$ cat src/pkg/fpdec_defines.vh
// Constants for the coprocessor instruction decoder.
`ifndef FPDEC_DEFINES_VH
`define FPDEC_DEFINES_VH
`define FPDEC_ESC_OPCODE 5'h1B
`define FPDEC_MF_REAL32 2'h0
`define FPDEC_MF_INT32 2'h1
`define FPDEC_MF_REAL64 2'h2
`define FPDEC_MF_INT16 2'h3
`define FPDEC_MOD_NODISP 2'h0
`define FPDEC_MOD_DISP8 2'h1
`define FPDEC_MOD_DISP16 2'h2
`define FPDEC_MOD_REG 2'h3
`define FPDEC_RM_DIRECT 3'h6
`define FPDEC_POP_EXTRA 8'h05
`define FPDEC_LDCW_MIN 8'h07
`define FPDEC_LDCW_MAX 8'h0E
`define FPDEC_STSW_MIN 8'h0C
`define FPDEC_STSW_MAX 8'h12
`define FPDEC_INCSTP_MIN 8'h06
`define FPDEC_INCSTP_MAX 8'h0C
`define FPDEC_ARITH_MIN 8'h46
`define FPDEC_ARITH_MAX 8'h64
`define FPDEC_CLS_UNDEF 3'h0
`define FPDEC_CLS_ARITH_REG 3'h1
`define FPDEC_CLS_ARITH_MEM 3'h2
`define FPDEC_CLS_LDCW 3'h3
`define FPDEC_CLS_STSW 3'h4
`define FPDEC_CLS_INCSTP 3'h5
`define FPDEC_CLS_OTHER 3'h6
`define FPDEC_BUS_IDLE 3'h0
`define FPDEC_BUS_T1 3'h1
`define FPDEC_BUS_T2 3'h2
`define FPDEC_BUS_T3 3'h3
`define FPDEC_BUS_TW 3'h4
`define FPDEC_BUS_T4 3'h5
`define FPDEC_STATUS_PASSIVE 3'h7
`endif

$ cat src/verilog/fpdec_decoder.v
// Coprocessor instruction decoder with its bus-state sequencer.
`timescale 1ns/1ps
`include "fpdec_defines.vh"
// Contract
// - Memory-format field picks real32, int32, real64 or int16 operand type.
// - Mod 00 no displacement, 01 sign-extended byte, 10 two bytes low first.
// - Mod 11 makes r/m a stack element index below the top.
// - R/m 000 to 011 add BX+SI, BX+DI, BP+SI, BP+DI to displacement.
// - Mod 00 with r/m 110 uses the displacement bytes as address.
// - Destination bit 0 writes stack top, 1 writes selected element.
// - Pop bit 1 pops the stack top after the result is written.
// - Popping register arithmetic takes five clocks more than non-popping.
// - Reverse bit picks operand order, inverted when destination bit is 1.
// - Ready is sampled in T2, T3 and wait states; low inserts wait. Sampled here in T3 and wait states only.
// - Local bus outputs float only when control returns to the host.
// - Status returns passive in the state just before T4. Goes passive here on entry to T3, ahead of any wait states.
// - Load control word reads memory into control, 7 to 14 clocks.
// - Store status word writes status to memory, 12 to 18 clocks.
// - Advance stack top moves the pointer only, 6 to 12 clocks.
module fpdec_decoder (
	input wire CLOCK,
	input wire SYS_RST,
	input wire INSTR_VALID,
	input wire [15:0] INSTR_WORD,
	input wire [7:0] DISP_LO,
	input wire [7:0] DISP_HI,
	input wire [15:0] REG_BX,
	input wire [15:0] REG_BP,
	input wire [15:0] REG_SI,
	input wire [15:0] REG_DI,
	input wire BUS_START,
	input wire BUS_WRITE,
	input wire BUS_HANDBACK,
	input wire READY,
	input wire [15:0] MEM_RDATA,
	output reg DEC_VALID,
	output reg DEC_UNDEFINED,
	output reg [2:0] DEC_CLASS,
	output reg [1:0] MEMORY_FORMAT_FIELD,
	output reg MEM_OPERAND,
	output reg [2:0] STACK_ELEMENT_BELOW_TOP,
	output reg DEST_IS_ELEMENT,
	output reg POP_AFTER,
	output reg SOURCE_OP_DEST,
	output reg [15:0] EFFECTIVE_ADDRESS,
	output reg [7:0] CLOCKS_MIN,
	output reg [7:0] CLOCKS_MAX,
	output reg CLOCKS_PLUS_EA,
	output reg [2:0] STACK_TOP,
	output reg [15:0] CONTROL_WORD,
	output reg [15:0] STORE_DATA,
	output reg [2:0] BUS_STATUS,
	output reg [2:0] BUS_STATE,
	output reg BUS_FLOAT_N
);
	wire [4:0] esc = INSTR_WORD[15:11];
	wire [2:0] low3 = INSTR_WORD[10:8];
	wire [1:0] mode = INSTR_WORD[7:6];
	wire [2:0] reg_op = INSTR_WORD[5:3];
	wire [2:0] rm = INSTR_WORD[2:0];
	wire [15:0] ea_w;
	reg [2:0] cls;
	reg [7:0] cmin;
	reg [7:0] cmax;
	reg plus_ea;
	reg [2:0] bus_state_nxt;
	reg [15:0] status_word;
	reg ldcw_pending_r;
	reg stsw_pending_r;

	fpdec_ea_unit u_ea (
		.mode(mode),
		.rm(rm),
		.disp_lo(DISP_LO),
		.disp_hi(DISP_HI),
		.reg_bx(REG_BX),
		.reg_bp(REG_BP),
		.reg_si(REG_SI),
		.reg_di(REG_DI),
		.effective_address(ea_w)
	);

	// Classification of the prefixed encoding and its clock range.
	always @* begin
		cls = `FPDEC_CLS_UNDEF;
		cmin = 8'h00;
		cmax = 8'h00;
		plus_ea = 1'b0;
		if (esc != `FPDEC_ESC_OPCODE) begin
			cls = `FPDEC_CLS_UNDEF;
		end else if (mode == `FPDEC_MOD_REG) begin
			if (low3[0] == 1'b0 && reg_op[2:1] != 2'h1) begin
				// Register arithmetic: add, mul, sub, div with d and P bits.
				cls = `FPDEC_CLS_ARITH_REG;
				cmin = `FPDEC_ARITH_MIN;
				cmax = `FPDEC_ARITH_MAX;
				if (low3[1]) begin
					cmin = `FPDEC_ARITH_MIN + `FPDEC_POP_EXTRA;
					cmax = `FPDEC_ARITH_MAX + `FPDEC_POP_EXTRA;
				end
			end else if (low3 == 3'h1 && reg_op == 3'h6 && rm == 3'h7) begin
				cls = `FPDEC_CLS_INCSTP;
				cmin = `FPDEC_INCSTP_MIN;
				cmax = `FPDEC_INCSTP_MAX;
			end else if (low3 == 3'h1 || low3 == 3'h3 || low3 == 3'h5) begin
				cls = `FPDEC_CLS_OTHER;
			end else begin
				cls = `FPDEC_CLS_UNDEF;
			end
		end else begin
			if (low3[0] == 1'b0) begin
				cls = `FPDEC_CLS_ARITH_MEM;
				plus_ea = 1'b1;
			end else if (low3 == 3'h1 && reg_op == 3'h5) begin
				cls = `FPDEC_CLS_LDCW;
				cmin = `FPDEC_LDCW_MIN;
				cmax = `FPDEC_LDCW_MAX;
				plus_ea = 1'b1;
			end else if (low3 == 3'h5 && reg_op == 3'h7) begin
				cls = `FPDEC_CLS_STSW;
				cmin = `FPDEC_STSW_MIN;
				cmax = `FPDEC_STSW_MAX;
				plus_ea = 1'b1;
			end else if (reg_op != 3'h1) begin
				cls = `FPDEC_CLS_OTHER;
				plus_ea = 1'b1;
			end else begin
				cls = `FPDEC_CLS_UNDEF;
			end
		end
	end

	always @* begin
		status_word = {2'h0, STACK_TOP, 11'h000};
	end

	// Decoded fields other than DEC_VALID and DEC_UNDEFINED are held until the next valid instruction.
	always @(posedge CLOCK) begin
		if (SYS_RST) begin
			DEC_VALID <= 1'b0;
			DEC_UNDEFINED <= 1'b0;
			DEC_CLASS <= `FPDEC_CLS_UNDEF;
			MEMORY_FORMAT_FIELD <= `FPDEC_MF_REAL32;
			MEM_OPERAND <= 1'b0;
			STACK_ELEMENT_BELOW_TOP <= 3'h0;
			DEST_IS_ELEMENT <= 1'b0;
			POP_AFTER <= 1'b0;
			SOURCE_OP_DEST <= 1'b0;
			EFFECTIVE_ADDRESS <= 16'h0000;
			CLOCKS_MIN <= 8'h00;
			CLOCKS_MAX <= 8'h00;
			CLOCKS_PLUS_EA <= 1'b0;
			STACK_TOP <= 3'h0;
		end else begin
			DEC_VALID <= INSTR_VALID && cls != `FPDEC_CLS_UNDEF;
			DEC_UNDEFINED <= INSTR_VALID && cls == `FPDEC_CLS_UNDEF;
			if (INSTR_VALID) begin
				DEC_CLASS <= cls;
				MEMORY_FORMAT_FIELD <= low3[2:1];
				MEM_OPERAND <= mode != `FPDEC_MOD_REG;
				STACK_ELEMENT_BELOW_TOP <= (mode == `FPDEC_MOD_REG) ? rm : 3'h0;
				EFFECTIVE_ADDRESS <= (mode == `FPDEC_MOD_REG) ? 16'h0000 : ea_w;
				CLOCKS_MIN <= cmin;
				CLOCKS_MAX <= cmax;
				CLOCKS_PLUS_EA <= plus_ea;
				if (cls == `FPDEC_CLS_ARITH_REG) begin
					DEST_IS_ELEMENT <= low3[2];
					POP_AFTER <= low3[1];
					SOURCE_OP_DEST <= reg_op[0] ^ low3[2];
				end else begin
					DEST_IS_ELEMENT <= 1'b0;
					POP_AFTER <= 1'b0;
					SOURCE_OP_DEST <= (cls == `FPDEC_CLS_ARITH_MEM) ? reg_op[0] : 1'b0;
				end
				// Undefined encodings must leave architectural state alone.
				if (cls == `FPDEC_CLS_INCSTP) begin
					STACK_TOP <= STACK_TOP + 3'h1;
				end else if (cls == `FPDEC_CLS_ARITH_REG && low3[1]) begin
					STACK_TOP <= STACK_TOP + 3'h1;
				end
			end
		end
	end

	// Memory-side effects of the control and status word transfers.
	always @(posedge CLOCK) begin
		if (SYS_RST) begin
			CONTROL_WORD <= 16'h03FF;
			STORE_DATA <= 16'h0000;
			ldcw_pending_r <= 1'b0;
			stsw_pending_r <= 1'b0;
		end else begin
			if (INSTR_VALID && cls == `FPDEC_CLS_LDCW) begin
				ldcw_pending_r <= 1'b1;
			end else if (BUS_STATE == `FPDEC_BUS_T4) begin
				ldcw_pending_r <= 1'b0;
			end
			if (INSTR_VALID && cls == `FPDEC_CLS_STSW) begin
				stsw_pending_r <= 1'b1;
				STORE_DATA <= status_word;
			end else if (BUS_STATE == `FPDEC_BUS_T4) begin
				stsw_pending_r <= 1'b0;
			end
			if (ldcw_pending_r && !BUS_WRITE && READY &&
				(BUS_STATE == `FPDEC_BUS_T3 || BUS_STATE == `FPDEC_BUS_TW)) begin
				CONTROL_WORD <= MEM_RDATA;
			end
		end
	end

	// Bus state sequence for cycles that the coprocessor masters.
	always @* begin
		bus_state_nxt = BUS_STATE;
		case (BUS_STATE)
			`FPDEC_BUS_IDLE: begin
				if (BUS_START) begin
					bus_state_nxt = `FPDEC_BUS_T1;
				end
			end
			`FPDEC_BUS_T1: bus_state_nxt = `FPDEC_BUS_T2;
			`FPDEC_BUS_T2: bus_state_nxt = `FPDEC_BUS_T3;
			`FPDEC_BUS_T3, `FPDEC_BUS_TW: begin
				bus_state_nxt = READY ? `FPDEC_BUS_T4 : `FPDEC_BUS_TW;
			end
			`FPDEC_BUS_T4: bus_state_nxt = `FPDEC_BUS_IDLE;
			default: bus_state_nxt = `FPDEC_BUS_IDLE;
		endcase
	end

	// Ready is honoured from T3 onward; the T2 sample merely precedes T3 here.
	always @(posedge CLOCK) begin
		if (SYS_RST) begin
			BUS_STATE <= `FPDEC_BUS_IDLE;
			BUS_STATUS <= `FPDEC_STATUS_PASSIVE;
			BUS_FLOAT_N <= 1'b1;
		end else begin
			BUS_STATE <= bus_state_nxt;
			if (bus_state_nxt == `FPDEC_BUS_T1) begin
				BUS_STATUS <= BUS_WRITE ? 3'h6 : 3'h5;
			end else if (bus_state_nxt == `FPDEC_BUS_T3) begin
				// Going passive on entry to T3 covers T3 and every wait state before T4.
				BUS_STATUS <= `FPDEC_STATUS_PASSIVE;
			end
			// Floating between ordinary cycles would let the lines drift mid-grant.
			if (BUS_HANDBACK && BUS_STATE == `FPDEC_BUS_T4) begin
				BUS_FLOAT_N <= 1'b1;
			end else if (bus_state_nxt == `FPDEC_BUS_T1) begin
				BUS_FLOAT_N <= 1'b0;
			end
		end
	end
endmodule // fpdec_decoder

$ cat src/verilog/fpdec_ea_unit.v
// Effective address former for the memory operand of a decoded instruction.
`timescale 1ns/1ps
`include "fpdec_defines.vh"
module fpdec_ea_unit (
	input wire [1:0] mode,
	input wire [2:0] rm,
	input wire [7:0] disp_lo,
	input wire [7:0] disp_hi,
	input wire [15:0] reg_bx,
	input wire [15:0] reg_bp,
	input wire [15:0] reg_si,
	input wire [15:0] reg_di,
	output reg [15:0] effective_address
);
	reg [15:0] disp;
	reg [15:0] base;
	always @* begin
		case (mode)
			`FPDEC_MOD_DISP8: disp = {{8{disp_lo[7]}}, disp_lo};
			`FPDEC_MOD_DISP16: disp = {disp_hi, disp_lo};
			default: disp = 16'h0000;
		endcase
		case (rm)
			3'h0: base = reg_bx + reg_si;
			3'h1: base = reg_bx + reg_di;
			3'h2: base = reg_bp + reg_si;
			3'h3: base = reg_bp + reg_di;
			3'h4: base = reg_si;
			3'h5: base = reg_di;
			3'h6: base = reg_bp;
			default: base = reg_bx;
		endcase
		if (mode == `FPDEC_MOD_NODISP && rm == `FPDEC_RM_DIRECT) begin
			effective_address = {disp_hi, disp_lo};
		end else begin
			effective_address = base + disp;
		end
	end
endmodule // fpdec_ea_unit

$ cat config.mk
export PLATFORM = sky130hd
export DESIGN_NAME = fpdec_decoder
export DESIGN_NICKNAME = d
export VERILOG_FILES = /design/src/verilog/fpdec_decoder.v /design/src/verilog/fpdec_ea_unit.v
export VERILOG_INCLUDE_DIRS = /design/src /design/src/pkg
export SDC_FILE = /design/constraint.sdc
export NUM_CORES = 1
export LEC_CHECK = 0
export ABC_CLOCK_PERIOD_IN_PS = 8100
export BUFFER_PORTS_ARGS = -buffer_cell sky130_fd_sc_hd__buf_2
export CORE_MARGIN = 4
export CORE_UTILIZATION = 53
export DETAILED_ROUTE_END_ITERATION = 16
export GPL_ROUTABILITY_DRIVEN = 0
export PLACE_DENSITY = 0.83
export REMOVE_ABC_BUFFERS = 1
export SLEW_MARGIN = 20
export SYNTH_ARGS = -nofsm -noshare
export SYNTH_HDL_FRONTEND = slang
export SYNTH_SLANG_ARGS = --single-unit
$ cat constraint.sdc
create_clock -name CLOCK -period 8.1 [get_ports CLOCK]
set_clock_uncertainty 0.1 [all_clocks]
set_input_delay 1.62 -clock CLOCK [delete_from_list [all_inputs] [get_ports CLOCK]]
set_output_delay 1.62 -clock CLOCK [all_outputs]
set_load 0.01 [all_outputs]
Word level (Yosys, flattened, before mapping)
Index checks and enable logic that the tools add are counted.
- bits in registers: 77
- input bits: 119
- mux-type cells: 50
- add/sub/neg operators: 6
- bitwise logic cells: 2
- reductions and logical operators: 30
- equality and inequality tests: 32
- operator list (operator ; number):
    $pmux 16 s7 ; 1
    $add 16x16->16 ; 5
    $mux 3 ; 16
    $mux 8 ; 6
    $eq 3x3->1 const B ; 12
    $mux 16 ; 2
    $pmux 16 s2 ; 1
    $eq 3x2->1 const B ; 8
    $mux 4 ; 6
    $eq 3x1->1 const B ; 5
    $logic_and 1x1->1 ; 15
    $mux 5 ; 3
    $mux 1 ; 13
    $pmux 3 s4 ; 1
    $logic_not 3->1 ; 3
    $reduce_bool 2->1 ; 3
    $ne 5x5->1 const B ; 1
    $eq 2x2->1 const B ; 2
    $reduce_or 2->1 ; 2
    $add 3x1->3 const B ; 1
    $logic_or 1x1->1 ; 3
    $ne 3x1->1 const B ; 1
    $reduce_bool 3->1 ; 1
    $eq 2x1->1 const B ; 1
    other kinds (8) ; 8

Depth between registers and ports, before layout
Gate-level depths: netlist of the first run.
- depth after elaboration: 12
- gate-level depth with buffers: 26
- mapped depth without buffers: 24

Modules after synthesis
Synthesis of the first run repeated with hierarchy kept, for this count alone.
- cells, all modules: 845
- area, all modules: 6683.9 um2
- modules (own cells, without submodules) (module ; sequential area each (um2) ; area each (um2) ; times used ; cells each):
    fpdec_ea_unit ; 0.0 ; 3684.8 ; 1 ; 499
    fpdec_decoder ; 1381.3 ; 2999.1 ; 1 ; 346

Least setup slack after synthesis of the first run
OpenSTA, ideal clock, no wires.
- path type: in2reg
- start point: input port INSTR_WORD[2]
- end point: register EFFECTIVE_ADDRESS[15]
- arrival: 5.949 ns
- data required time: 7.862 ns
- setup slack: 1.913 ns
- cell stages on the path: 22
- cells stage by stage: buf_6 -> nand3b_4 -> buf_1 -> mux2_2 -> ha_1 -> inv_1 -> fa_1 -> nand3b_1 -> a21boi_2 -> o21ai_2 -> a21oi_2 -> a31oi_2 -> o211a_1 -> nor3_2 -> xor2_1 -> mux4_2 -> ha_1 -> and3_1 -> a2111oi_0 -> a21oi_1 -> nand2_1 -> o221ai_1
- word-level cells in the longest chain between the ends: 5
- elaborated cells between the ends (all ways): 12
- those cells by class: add/sub (1); eq/ne (6); mux (3); reduce/logical (2)
- RTL lines (what ; line ; RTL):
    start: declaration ; fpdec_decoder.v:24 ; input wire [15:0] INSTR_WORD,
    $eq 3x3->1 (tied with other cells) ; fpdec_ea_unit.v:23 ; case (rm)
    $pmux 16 s7 ; fpdec_ea_unit.v:23 ;
    $add 16x16->16 ; fpdec_ea_unit.v:36 ; effective_address = base + disp;
    $mux 16 (*) ; fpdec_ea_unit.v:33 ; if (mode == `FPDEC_MOD_NODISP && rm == `FPDEC_RM_DIRECT) begin
    $mux 16 (*) ; fpdec_decoder.v:162 ; EFFECTIVE_ADDRESS <= (mode == `FPDEC_MOD_REG) ? 16'h0000 : ea_w;
    end signal: assignment ; fpdec_decoder.v:162 ;
    end: declaration ; fpdec_decoder.v:45 ; output reg [15:0] EFFECTIVE_ADDRESS,
Every way passes the cells marked *; elsewhere a longest branch is shown, timed or not.
A chain may end at the register's enable or synchronous reset.

Worst setup path in the final report of the first run
Same ends and word-level chain as after synthesis.

==> run_results.csv, run 1 <==
group,metric,value,unit
pwr,ir_worst_vdd,151,uV
worst_setup_path,crit_type,"input pin to register",
synthesis,ys_ff_latch,69,
clocking,h-tree-depth,3,
timing,finalSetupViolCount,0,
synthesis,synth_top_family_by_area,"compound AO/OA/AOI/OAI gates",
timing,hold_violations,0,
grt,grt_start_max_net_pins,72,
route,wirelength,18.8,mm
synthesis,ys_types,83,
synthesis,ys.flop_type,"dfxtp_1",
timing,period_share,81.8,%
route,dr.first_iter.drc_count,486,
clocking,cts_resized,0,
clocking,cts_tree,"done",
grt,antenna_found_initial,0,
floorplan,die_w,119,um
clocking,clkLatencyLatePin,0.33,ns
floorplan,fp.coreArea,0.0120,sq mm
placement,port_buffers,189,
synthesis,synth_compound_area_share,23.5,%
final_layout,layout_commonest_cell,"buf_2",
timing,slew_headroom,33.8,%
synthesis,netlist_area,0.00653,sq mm
synthesis,synthAdderAreaFrac,10.9,%
pwr,leakage,3.44,nW
timing,worstMarginPinSlew,0.989,ns
synthesis,yosysSeqAreaShare,21.2,%
final_layout,final_cell_mix,"189 x buf_2, 77 x nand2_1, 69 x dfxtp_1, 69 x nor2_1, 56 x a21oi_1",
placement,dpl_worst_slack,1.22,ns
final_layout,syn_to_final_growth,18.2,%
worst_setup_path,crit_required,8.18,ns
synthesis,synthCells,807,
timing,worst_slack,1.47,ns
floorplan,start_util,54.3,%
synthesis,synth-xor-area-share,4.43,%
clocking,cts_buffers,9,
synthesis,synthSimpleGateAreaFrac,20.8,%
synthesis,synth-edff-count,0,
placement,dp_hpwl,14.7,mm
final_layout,instances_no_fill,1123,
floorplan,ios,208,
synthesis,syn_avg_cell_area,8.09,sq um
worst_setup_path,cp-start-kind,"input pin",
timing,slew_viol_final,0,
synthesis,ys_warn_count,0,
clocking,cts.path.max_buffers,2,
min_path,hold_path.class,"register to register",
route,vias_per_cell,5.91,
status,outcome,"complete, no violations",
floorplan,num_rows,40,
timing,finalCriticalPeriod,6.63,ns
route,drcViolationCount,0,
run,maxCapViolCount,0,
final_layout,drive_gt1_share,29.7,%
route,postRouteAntennaNets,0,
grt,grt_pass1_wl,30.4,mm
pwr,power.density,151,mW/mm^2
worst_setup_path,critPathCaptureType,"register",
route,drt-pass1-iter-count,7,
placement,numPlacedInstances,1108,
clocking,cts.clk_slew.worst_paths,0.05,ns
grt,grt_pass1_vias,6336,
grt,grt_use_total,25.6,%
clocking,numClockSinks,69,
timing,fmax,151,MHz
floorplan,die_y,119,um
floorplan,dieArea,0.0142,sq mm
timing,grt_setup_unrepaired,"false",
clocking,ctsHoldBuffers,0,
grt,grt-ovfl-total,0,
worst_setup_path,arrival,6.70,ns
clocking,ctsRootBufferMaster,"clkbuf_16",
final_layout,antenna_cells,0,
synthesis,synthMuxAreaShare,12.2,%
route,wl_per_cell,16.8,um
timing,tns,0,ns
clocking,cts_setup_buffers,0,
synthesis,synth_async_sr_flop_share,0,%
final_layout,fin_nets,1146,
worst_setup_path,critPathMaxFanout,26,
route,num_vias,6642,
-- logic make-up after synthesis --
group | count (synthesis)
simple gates | 270
flops | 69
buf+inv | 84
other cells | 2
xor+xnor | 33
fa+ha+maj | 55
mux | 71
compound gates | 223
-- path summary, 6_finish.rpt --
path	slack, ns	from	to	cells past startpoint
setup / recovery	1.47	INSTR_WORD[2]	EFFECTIVE_ADDRESS[15]$_SDFFE_PP0P_	26
hold reg to reg	0.36	STACK_ELEMENT_BELOW_TOP[0]$_SDFFE_PP0P_	STACK_ELEMENT_BELOW_TOP[0]$_SDFFE_PP0P_	2
setup reg to reg	6.29	BUS_STATE[1]$_SDFF_PP0_	CONTROL_WORD[3]$_SDFFE_PP1P_	6
hold / removal	0.36	STACK_ELEMENT_BELOW_TOP[0]$_SDFFE_PP0P_	STACK_ELEMENT_BELOW_TOP[0]$_SDFFE_PP0P_	2
-- power breakdown --
part	internal, W	switching [W]
registers	0.000354	0.0000113
clock network	0.000236	0.000146
logic	0.000185	0.000231
-- layer usage --
layer / share of wire (%) / vias up / GRT usage [%]
met4: 1.9 / 0 / 6.52
met3: 8.0 / 34 / 5.70
li1: - / 3251 / -
met1: 41 / 3090 / 32.4
met2: 49 / 267 / 44.2
met5: 0 / - / 0
-- synthesized netlist by cell type, types with 3 or more instances --
| master | instances | area (sq um) |
|---|---|---|
| a21oi_2 | 3 | 26.3 |
| nor3_1 | 24 | 120 |
| xnor2_1 | 21 | 184 |
| xor2_1 | 12 | 105 |
| inv_1 | 25 | 93.8 |
| nand3b_1 | 5 | 37.5 |
| a211o_1 | 11 | 96.3 |
| and2_1 | 9 | 56.3 |
| buf_6 | 3 | 33.8 |
| and3_1 | 7 | 43.8 |
| mux2_2 | 48 | 541 |
| nor2b_1 | 18 | 113 |
| nand2_1 | 77 | 289 |
| a211oi_1 | 11 | 82.6 |
| buf_2 | 3 | 15.0 |
| ha_1 | 52 | 651 |
| o21a_1 | 14 | 105 |
| buf_4 | 23 | 173 |
| o211ai_1 | 7 | 52.6 |
| nand4b_1 | 3 | 26.3 |
| nand2b_1 | 12 | 75.1 |
| or3_1 | 4 | 25.0 |
| a2111oi_0 | 4 | 35.0 |
| o22ai_1 | 12 | 75.1 |
| o21bai_1 | 3 | 22.5 |
| buf_1 | 3 | 11.3 |
| fa_1 | 3 | 60.1 |
| nor2_1 | 69 | 259 |
| a31oi_1 | 5 | 31.3 |
| o221ai_1 | 11 | 96.3 |
| a21oi_1 | 56 | 280 |
| clkbuf_1 | 23 | 86.3 |
| o21ai_1 | 4 | 20.0 |
| a21boi_0 | 8 | 60.1 |
| o21ai_0 | 28 | 140 |
| dfxtp_1 | 69 | 1380 |
| a21o_1 | 8 | 60.1 |
| mux2i_1 | 20 | 200 |
| nand3_1 | 16 | 80.1 |
| a22oi_1 | 14 | 105 |
-- state kept, by name, indices dropped and copies added, names as in the netlist --
signal,cells
DEC_CLASS,3
CLOCKS_MAX,6
MEMORY_FORMAT_FIELD,2
BUS_FLOAT_N,1
BUS_STATUS,2
DEC_UNDEFINED,1
STORE_DATA,3
CLOCKS_PLUS_EA,1
EFFECTIVE_ADDRESS,16
STACK_TOP,3
CLOCKS_MIN,3
CONTROL_WORD,16
STACK_ELEMENT_BELOW_TOP,3
MEM_OPERAND,1
SOURCE_OP_DEST,1
BUS_STATE,3
DEST_IS_ELEMENT,1
DEC_VALID,1
ldcw_pending_r,1
POP_AFTER,1
-- metrics by stage --
step	power (W)	hold WS (ns)	cell area (sq um)	util (%)
global placement	0.000774	0.346	7420	61.8
finish	0.00116	0.358	7710	64.2
floorplan	0.000650	0.380	6240	-
global route	0.00123	0.375	7710	64.2
detailed placement	0.000781	0.351	7420	61.8
CTS	0.00117	0.360	7710	64.2
-- layout make-up --
type,count,area (sq um)
inverters,26,97.6
fillers,1043,4300
repair buffers,196,998
clock buffers,9,225
well taps,147,184
flip-flops and latches,69,1380
clock inverters,6,63.8
multi-input cells,670,4760
-- critical path: stages --
cell and delay, ns:
buf_2 0.29, nor2_2 0.33, and2_1 0.17, buf_4 0.24, mux2_2 0.36, ha_1 0.20, inv_1 0.08, fa_1 0.19
and2b_1 0.19, o21ai_1 0.16, a21boi_1 0.13, o211ai_1 0.24, nand2_1 0.09, a21oi_1 0.29, xor2_1 0.18, o221ai_1 0.13
o21a_1 0.14, ha_1 0.32, and3_1 0.21, nand3_1 0.09, o21a_1 0.19, a21oi_1 0.28, mux2i_1 0.28, a21oi_1 0.09
nand2_1 0.08, o221ai_1 0.09
Power figures use the tool's default switching activity.
==> inputs of run 2 (changes only) <==
--- a/config.mk
+++ b/config.mk
@@ -6,13 +6,13 @@
 export SDC_FILE = /design/constraint.sdc
 export NUM_CORES = 1
 export LEC_CHECK = 0
-export ABC_CLOCK_PERIOD_IN_PS = 8100
+export ABC_CLOCK_PERIOD_IN_PS = 5800
 export BUFFER_PORTS_ARGS = -buffer_cell sky130_fd_sc_hd__buf_2
 export CORE_MARGIN = 4
-export CORE_UTILIZATION = 53
+export CORE_UTILIZATION = 48
 export DETAILED_ROUTE_END_ITERATION = 16
 export GPL_ROUTABILITY_DRIVEN = 0
-export PLACE_DENSITY = 0.83
+export PLACE_DENSITY = 0.79
 export REMOVE_ABC_BUFFERS = 1
 export SLEW_MARGIN = 20
 export SYNTH_ARGS = -nofsm -noshare
==> constraint.sdc (replaced) <==
create_clock -name CLOCK -period 5.8 [get_ports CLOCK]
set_clock_uncertainty 0.1 [all_clocks]
set_input_delay 1.16 -clock CLOCK [delete_from_list [all_inputs] [get_ports CLOCK]]
set_output_delay 1.16 -clock CLOCK [all_outputs]
set_load 0.01 [all_outputs]
==> run_results.csv, run 2 (synthesized netlist as in run 1, its figures left out) <==
group,metric,value,unit
floorplan,num_rows,42,
worst_setup_path,arrival,5.51,ns
route,wl_per_cell,16.4,um
pwr,ir_worst_vdd,192,uV
route,dr.first_iter.drc_count,455,
min_path,hold_path.class,"register to register",
grt,grt_pass1_vias,6345,
pwr,p_total,0.00165,W
placement,dp_hpwl,15.0,mm
placement,numPlacedInstances,1145,
pwr,p_comb_share,36.0,%
final_layout,layout_commonest_cell,"buf_2",
floorplan,fp.coreArea,0.0133,sq mm
floorplan,ios,208,
grt,antenna_found_initial,0,
placement,port_buffers,189,
clocking,cts.path.max_buffers,2,
floorplan,dieArea,0.0155,sq mm
route,wirelength,19.0,mm
clocking,clkLatencyLatePin,0.32,ns
final_layout,syn_to_final_growth,20.0,%
timing,slew_viol_final,0,
final_layout,instances_no_fill,1161,
pwr,p_sw,0.000546,W
timing,fmax,184,MHz
timing,finalSetupViolCount,0,
timing,slew_headroom,28.6,%
route,drcViolationCount,0,
run,maxCapViolCount,0,
route,vias_per_cell,5.72,
final_layout,drive_gt1_share,30.5,%
status,outcome,"complete, no violations",
final_layout,final_cell_mix,"189 x buf_2, 77 x nand2_1, 69 x dfxtp_1, 69 x nor2_1, 54 x a21oi_1",
pwr,p_int,0.00111,W
clocking,cts_tree,"done",
grt,grt-ovfl-total,0,
timing,tns,0,ns
clocking,cts_buffers,9,
worst_setup_path,crit_required,5.87,ns
timing,worstMarginPinSlew,1.07,ns
floorplan,die_w,125,um
timing,period_share,93.9,%
final_layout,antenna_cells,0,
clocking,numClockSinks,69,
floorplan,start_util,49.1,%
final_layout,reg_top3,"CONTROL_WORD: 16 flops, EFFECTIVE_ADDRESS: 16 flops, CLOCKS_MAX: 6 flops",
clocking,cts.clk_slew.worst_paths,0.05,ns
final_layout,fin_nets,1154,
clocking,cts_setup_buffers,0,
pwr,power.density,211,mW/mm^2
route,postRouteAntennaNets,0,
worst_setup_path,cp-start-kind,"input pin",
timing,hold_violations,0,
pwr,leakage,3.49,nW
pwr,p_sw_share,33.1,%
worst_setup_path,crit_type,"input pin to register",
pwr,p_clk_share,33.2,%
clocking,ctsRootBufferMaster,"clkbuf_16",
grt,grt_pass1_wl,30.9,mm
grt,grt_use_total,23.4,%
timing,grt_setup_unrepaired,"false",
floorplan,die_y,125,um
final_layout,fin_util,58.9,%
timing,finalCriticalPeriod,5.44,ns
clocking,h-tree-depth,3,
route,num_vias,6645,
route,drt-pass1-iter-count,5,
grt,grt_start_max_net_pins,41,
pwr,seqPwrFrac,30.8,%
worst_setup_path,critPathCaptureType,"register",
worst_setup_path,critPathMaxFanout,7,
run 2: changes by cell type in the layout (fill, tap and decap cells not counted), sizes merged:
cell      change
inv           -1
buf           +8
clkbuf        +2
clkinv        +1
clkinvlp      -1
run 2: layout make-up:
cell class | instances | area (sq um)
Clock inverter | 5 | 60.1
Inverter | 26 | 97.6
Tap cell | 176 | 220
Multi-Input combinational cell | 670 | 4770
Timing Repair Buffer | 204 | 1060
Sequential cell | 69 | 1380
Clock buffer | 11 | 243
Fill cell | 1207 | 5460
run 2: critical path, stage by stage:
cell and delay, ns:
buf_2 0.13, nor2_2 0.12, and2_1 0.16, buf_4 0.16, mux2_2 0.35, ha_1 0.29
a211oi_1 0.35, o21ai_0 0.20, o21a_1 0.19, a21o_1 0.18, a21oi_1 0.16, xor2_1 0.16
o211ai_1 0.10, o21a_1 0.14, ha_1 0.34, and3_1 0.22, nand3_1 0.09, o21a_1 0.20
a21oi_2 0.22, mux2i_1 0.28, a21oi_1 0.10, nand2_1 0.08, o221ai_1 0.11
run 2: worst paths after layout:
check | startpoint | endpoint | slack, ns | depth (start not counted)
max | INSTR_WORD[2] | EFFECTIVE_ADDRESS[15]$_SDFFE_PP0P_ | 0.36 | 23
max reg2reg | BUS_STATE[1]$_SDFF_PP0_ | CONTROL_WORD[7]$_SDFFE_PP1P_ | 4.00 | 6
min | CLOCKS_MIN[3]$_SDFFE_PP0P_ | CLOCKS_MIN[3]$_SDFFE_PP0P_ | 0.36 | 2
min reg2reg | CLOCKS_MIN[3]$_SDFFE_PP0P_ | CLOCKS_MIN[3]$_SDFFE_PP0P_ | 0.36 | 2
run 2: per-layer routing:
metal	global-route usage (%)	up-vias	wire length (um)	share of wire (%)
met5	0	-	0	0
met4	8.90	0	633	3.3
met3	4.46	43	1370	7.2
met2	38.7	268	8940	47
met1	30.3	3070	8080	42
li1	-	3264	-	-
run 2: metrics by stage:
stage	instance area, sq um	hold WS (ns)	setup WS, ns
global placement	7520	0.350	0.0846
CTS	7820	0.361	0.315
finish	7830	0.359	0.356
floorplan	6240	0.380	0.168
global route	7830	0.387	0.0122
detailed placement	7520	0.352	-0.0155
run 2: power by group through the flow:
stage / registers [W] / clock network [W] / logic (W)
after floorplan: 0.000527 / 0 / 0.000381
after global placement: 0.000519 / 0 / 0.000574
after detailed placement: 0.000519 / 0 / 0.000582
after CTS: 0.000509 / 0.000555 / 0.000586
after global routing: 0.000512 / 0.000577 / 0.000658
final: 0.000509 / 0.000548 / 0.000595
run 2: what timing repair did:
action | 4_1_cts | 5_1_grt
hold buffers | 0 | 0
gates resized for setup | 0 | 4
endpoints found under the setup margin | 0 | 1
==> inputs of run 3 (changes only) <==
--- a/config.mk
+++ b/config.mk
@@ -17,4 +17,5 @@
 export SLEW_MARGIN = 20
 export SYNTH_ARGS = -nofsm -noshare
 export SYNTH_HDL_FRONTEND = slang
+export SYNTH_HIERARCHICAL = 1
 export SYNTH_SLANG_ARGS = --single-unit
==> run_results.csv, run 3 <==
group,metric,value,unit
synthesis,yosysSeqAreaShare,20.7,%
synthesis,synth-xor-area-share,4.53,%
synthesis,ys.flop_type,"dfxtp_1",
floorplan,ios,208,
synthesis,synth_area_leaders,"dfxtp_1 21%, ha_1 9.7%, mux2_2 7.4%",
min_path,whs_endpoint,"EFFECTIVE_ADDRESS[11]$_SDFFE_PP0P_",
pwr,ir_worst_vdd,200,uV
clocking,cts.clk_slew.worst_paths,0.05,ns
synthesis,netlist_area,0.00668,sq mm
synthesis,synth-edff-count,0,
placement,dp_hpwl,16.0,mm
floorplan,start_util,49.7,%
route,dr.first_iter.drc_count,689,
floorplan,dieArea,0.0159,sq mm
placement,port_buffers,189,
synthesis,ys_types,78,
timing,fmax,178,MHz
synthesis,synthCells,845,
floorplan,die_w,126,um
floorplan,die_y,126,um
final_layout,fin_nets,1263,
route,postRouteAntennaNets,0,
route,wirelength,20.8,mm
worst_setup_path,r2r_setup_slack,4.04,ns
synthesis,ys_top_cells_by_count,"84 x nand2_1, 72 x a21oi_1, 69 x dfxtp_1",
floorplan,num_rows,42,
final_layout,final_cell_mix,"189 x buf_2, 89 x buf_4, 84 x nand2_1, 69 x dfxtp_1, 69 x a21oi_1",
timing,hold_violations,0,
final_layout,reg_top3,"CONTROL_WORD: 16 flops, EFFECTIVE_ADDRESS: 16 flops, CLOCKS_MAX: 6 flops",
run,maxCapViolCount,0,
grt,grt_use_total,24.4,%
worst_setup_path,cp_slowest_cell,"or3b_4",
synthesis,synthAdderAreaFrac,10.6,%
floorplan,fp.coreArea,0.0135,sq mm
synthesis,synthMuxAreaShare,11.5,%
worst_setup_path,crit_required,5.95,ns
route,drt-pass1-iter-count,7,
timing,worst_slack,0.177,ns
final_layout,syn_to_final_growth,30.3,%
clocking,cts_tree,"done",
clocking,h-tree-depth,3,
grt,grt-ovfl-total,0,
grt,grt_start_max_net_pins,71,
final_layout,nFillCells,1201,
timing,period_share,96.9,%
worst_setup_path,cp_num_buf_inv,2,
clocking,cts_buffers,9,
min_path,hold_path.class,"register to register",
clocking,numClockSinks,69,
synthesis,ys_ff_latch,69,
clocking,ctsHoldBuffers,0,
pwr,leakage,4.01,nW
route,vias_per_cell,5.78,
pwr,p_total,0.00175,W
route,num_vias,7340,
clocking,clkLatencyLatePin,0.33,ns
min_path,hold_start,"EFFECTIVE_ADDRESS[11]$_SDFFE_PP0P_",
status,outcome,"complete, no violations",
synthesis,synth_async_sr_flop_share,0,%
placement,dpl_worst_slack,-0.658,ns
timing,finalSetupViolCount,0,
synthesis,synth_top_family_by_area,"compound AO/OA/AOI/OAI gates",
final_layout,layout_commonest_cell,"buf_2",
worst_setup_path,critPathMaxFanout,2,
final_layout,antenna_cells,0,
synthesis,synthSimpleGateAreaFrac,22.2,%
worst_setup_path,r2r-start,"BUS_STATE[0]$_SDFF_PP0_",
min_path,hold-path-cell-count,2,
synthesis,synth.most_common_cell,"nand2_1",
route,wl_per_cell,16.4,um
synthesis,ys_warn_count,6,
pwr,power.density,201,mW/mm^2
worst_setup_path,slowest_delay,0.41,ns
synthesis,syn_avg_cell_area,7.91,sq um
worst_setup_path,r2r_cells,6,
synthesis,synth_compound_area_share,23.9,%
timing,grt_setup_unrepaired,"true",
grt,grt_pass1_vias,6855,
timing,slew_viol_final,0,
worst_setup_path,critPathCaptureType,"register",
synthesis,yosysTopAreaCellShare,20.7,%
grt,grt_pass1_wl,32.7,mm
worst_setup_path,crit_type,"input pin to register",
timing,slew_headroom,52.1,%
final_layout,drive_gt1_share,35.8,%
clocking,cts.path.max_buffers,2,
timing,finalCriticalPeriod,5.62,ns
synthesis,synth_top_area_cell,"dfxtp_1",
final_layout,fin_util,64.7,%
clocking,ctsRootBufferMaster,"clkbuf_16",
route,drcViolationCount,0,
timing,worstMarginPinSlew,0.716,ns
worst_setup_path,critPathTopFamily,"compound AO/OA/AOI/OAI gates",
worst_setup_path,regToRegEndpoint,"CONTROL_WORD[3]$_SDFFE_PP1P_",
grt,antenna_found_initial,0,
worst_setup_path,arrival,5.78,ns
timing,finalHoldWorstSlack,0.355,ns
worst_setup_path,cp-start-kind,"input pin",
worst_setup_path,cp_cell_sequence,"buf_2, or3b_4, mux2_2, ha_4, inv_1, fa_2, nor2b_2, o21ai_2, a21boi_2, o21ai_2, a211oi_2, xnor2_1, o21ai_1, mux2_4, ha_4, a21o_1, a2111o_1, a21o_1, a311oi_2, nor2_1, or3_1, nand3_1, nand3_1, a21oi_1",
==> run 3: cell type report <==
type	instances	area [sq um]	share of cell area, %
Sequential cell	69	1380	15.9
Inverter	26	97.6	1.12
Timing Repair Buffer	279	1630	18.7
Tap cell	176	220	2.53
Multi-Input combinational cell	704	5110	58.7
Clock inverter	4	25.0	0.287
Clock buffer	11	243	2.79
==> run 3: how the worst max path moves through the flow <==
stage	from	to	slack [ns]	cells past startpoint
finish	INSTR_WORD[2]	EFFECTIVE_ADDRESS[14]$_SDFFE_PP0P_	0.18	24
global route	INSTR_WORD[2]	EFFECTIVE_ADDRESS[14]$_SDFFE_PP0P_	-0.07	24
CTS	INSTR_WORD[2]	EFFECTIVE_ADDRESS[15]$_SDFFE_PP0P_	0.002	23
detailed placement	INSTR_WORD[2]	EFFECTIVE_ADDRESS[14]$_SDFFE_PP0P_	-0.66	24
global placement	INSTR_WORD[2]	EFFECTIVE_ADDRESS[14]$_SDFFE_PP0P_	-0.46	24
floorplan	INSTR_WORD[2]	EFFECTIVE_ADDRESS[14]$_SDFFE_PP0P_	-0.53	23
==> run 3: metal layers <==
layer | up-vias | GRT usage, % | routed length, um
li1 | 3568 | - | -
met1 | 3409 | 31.7 | 8710
met2 | 313 | 40.1 | 9890
met3 | 50 | 6.27 | 1720
met4 | 0 | 7.32 | 516
met5 | - | 0 | 0
==> run 3: through the flow <==
stage | setup TNS [ns] | cell area [sq um] | std cells
detailed placement | -2.44 | 8210 | 1248
finish | 0 | 8710 | 1269
global route | -0.0912 | 8710 | 1269
floorplan | -1.18 | 6410 | 799
global placement | -1.54 | 8210 | 1248
CTS | 0 | 8510 | 1264
==> run 3: cells by family after synthesis <==
logic type,Yosys count
and+or+nand+nor,290
AOI/OAI and AO/OA,242
buffers and inverters,88
DFF,69
muxes,66
adders and majority gates,55
xor gates and xnor gates,33
other,2
==> run 3: timing repair <==
item                                    CTS  global route
setup buffers                             1             5
endpoints found under the setup margin    4             6
endpoints found under the hold margin     0             0
gates resized for setup                   9            40
pin swaps                                 4            26
==> run 3: where the power goes <==
part	internal [W]	total, W	switching, W
combinational	0.000362	0.000747	0.000385
clock	0.000296	0.000488	0.000191
sequential	0.000496	0.000511	0.0000149
==> run 3: worst reg2reg max path: stages, from the launching register on <==
cell	delay [ns]
dfxtp_1	0.35
nor2_1	0.19
a21oi_1	0.14
nor3_2	0.17
buf_4	0.30
nor2b_1	0.09
a211o_1	0.30
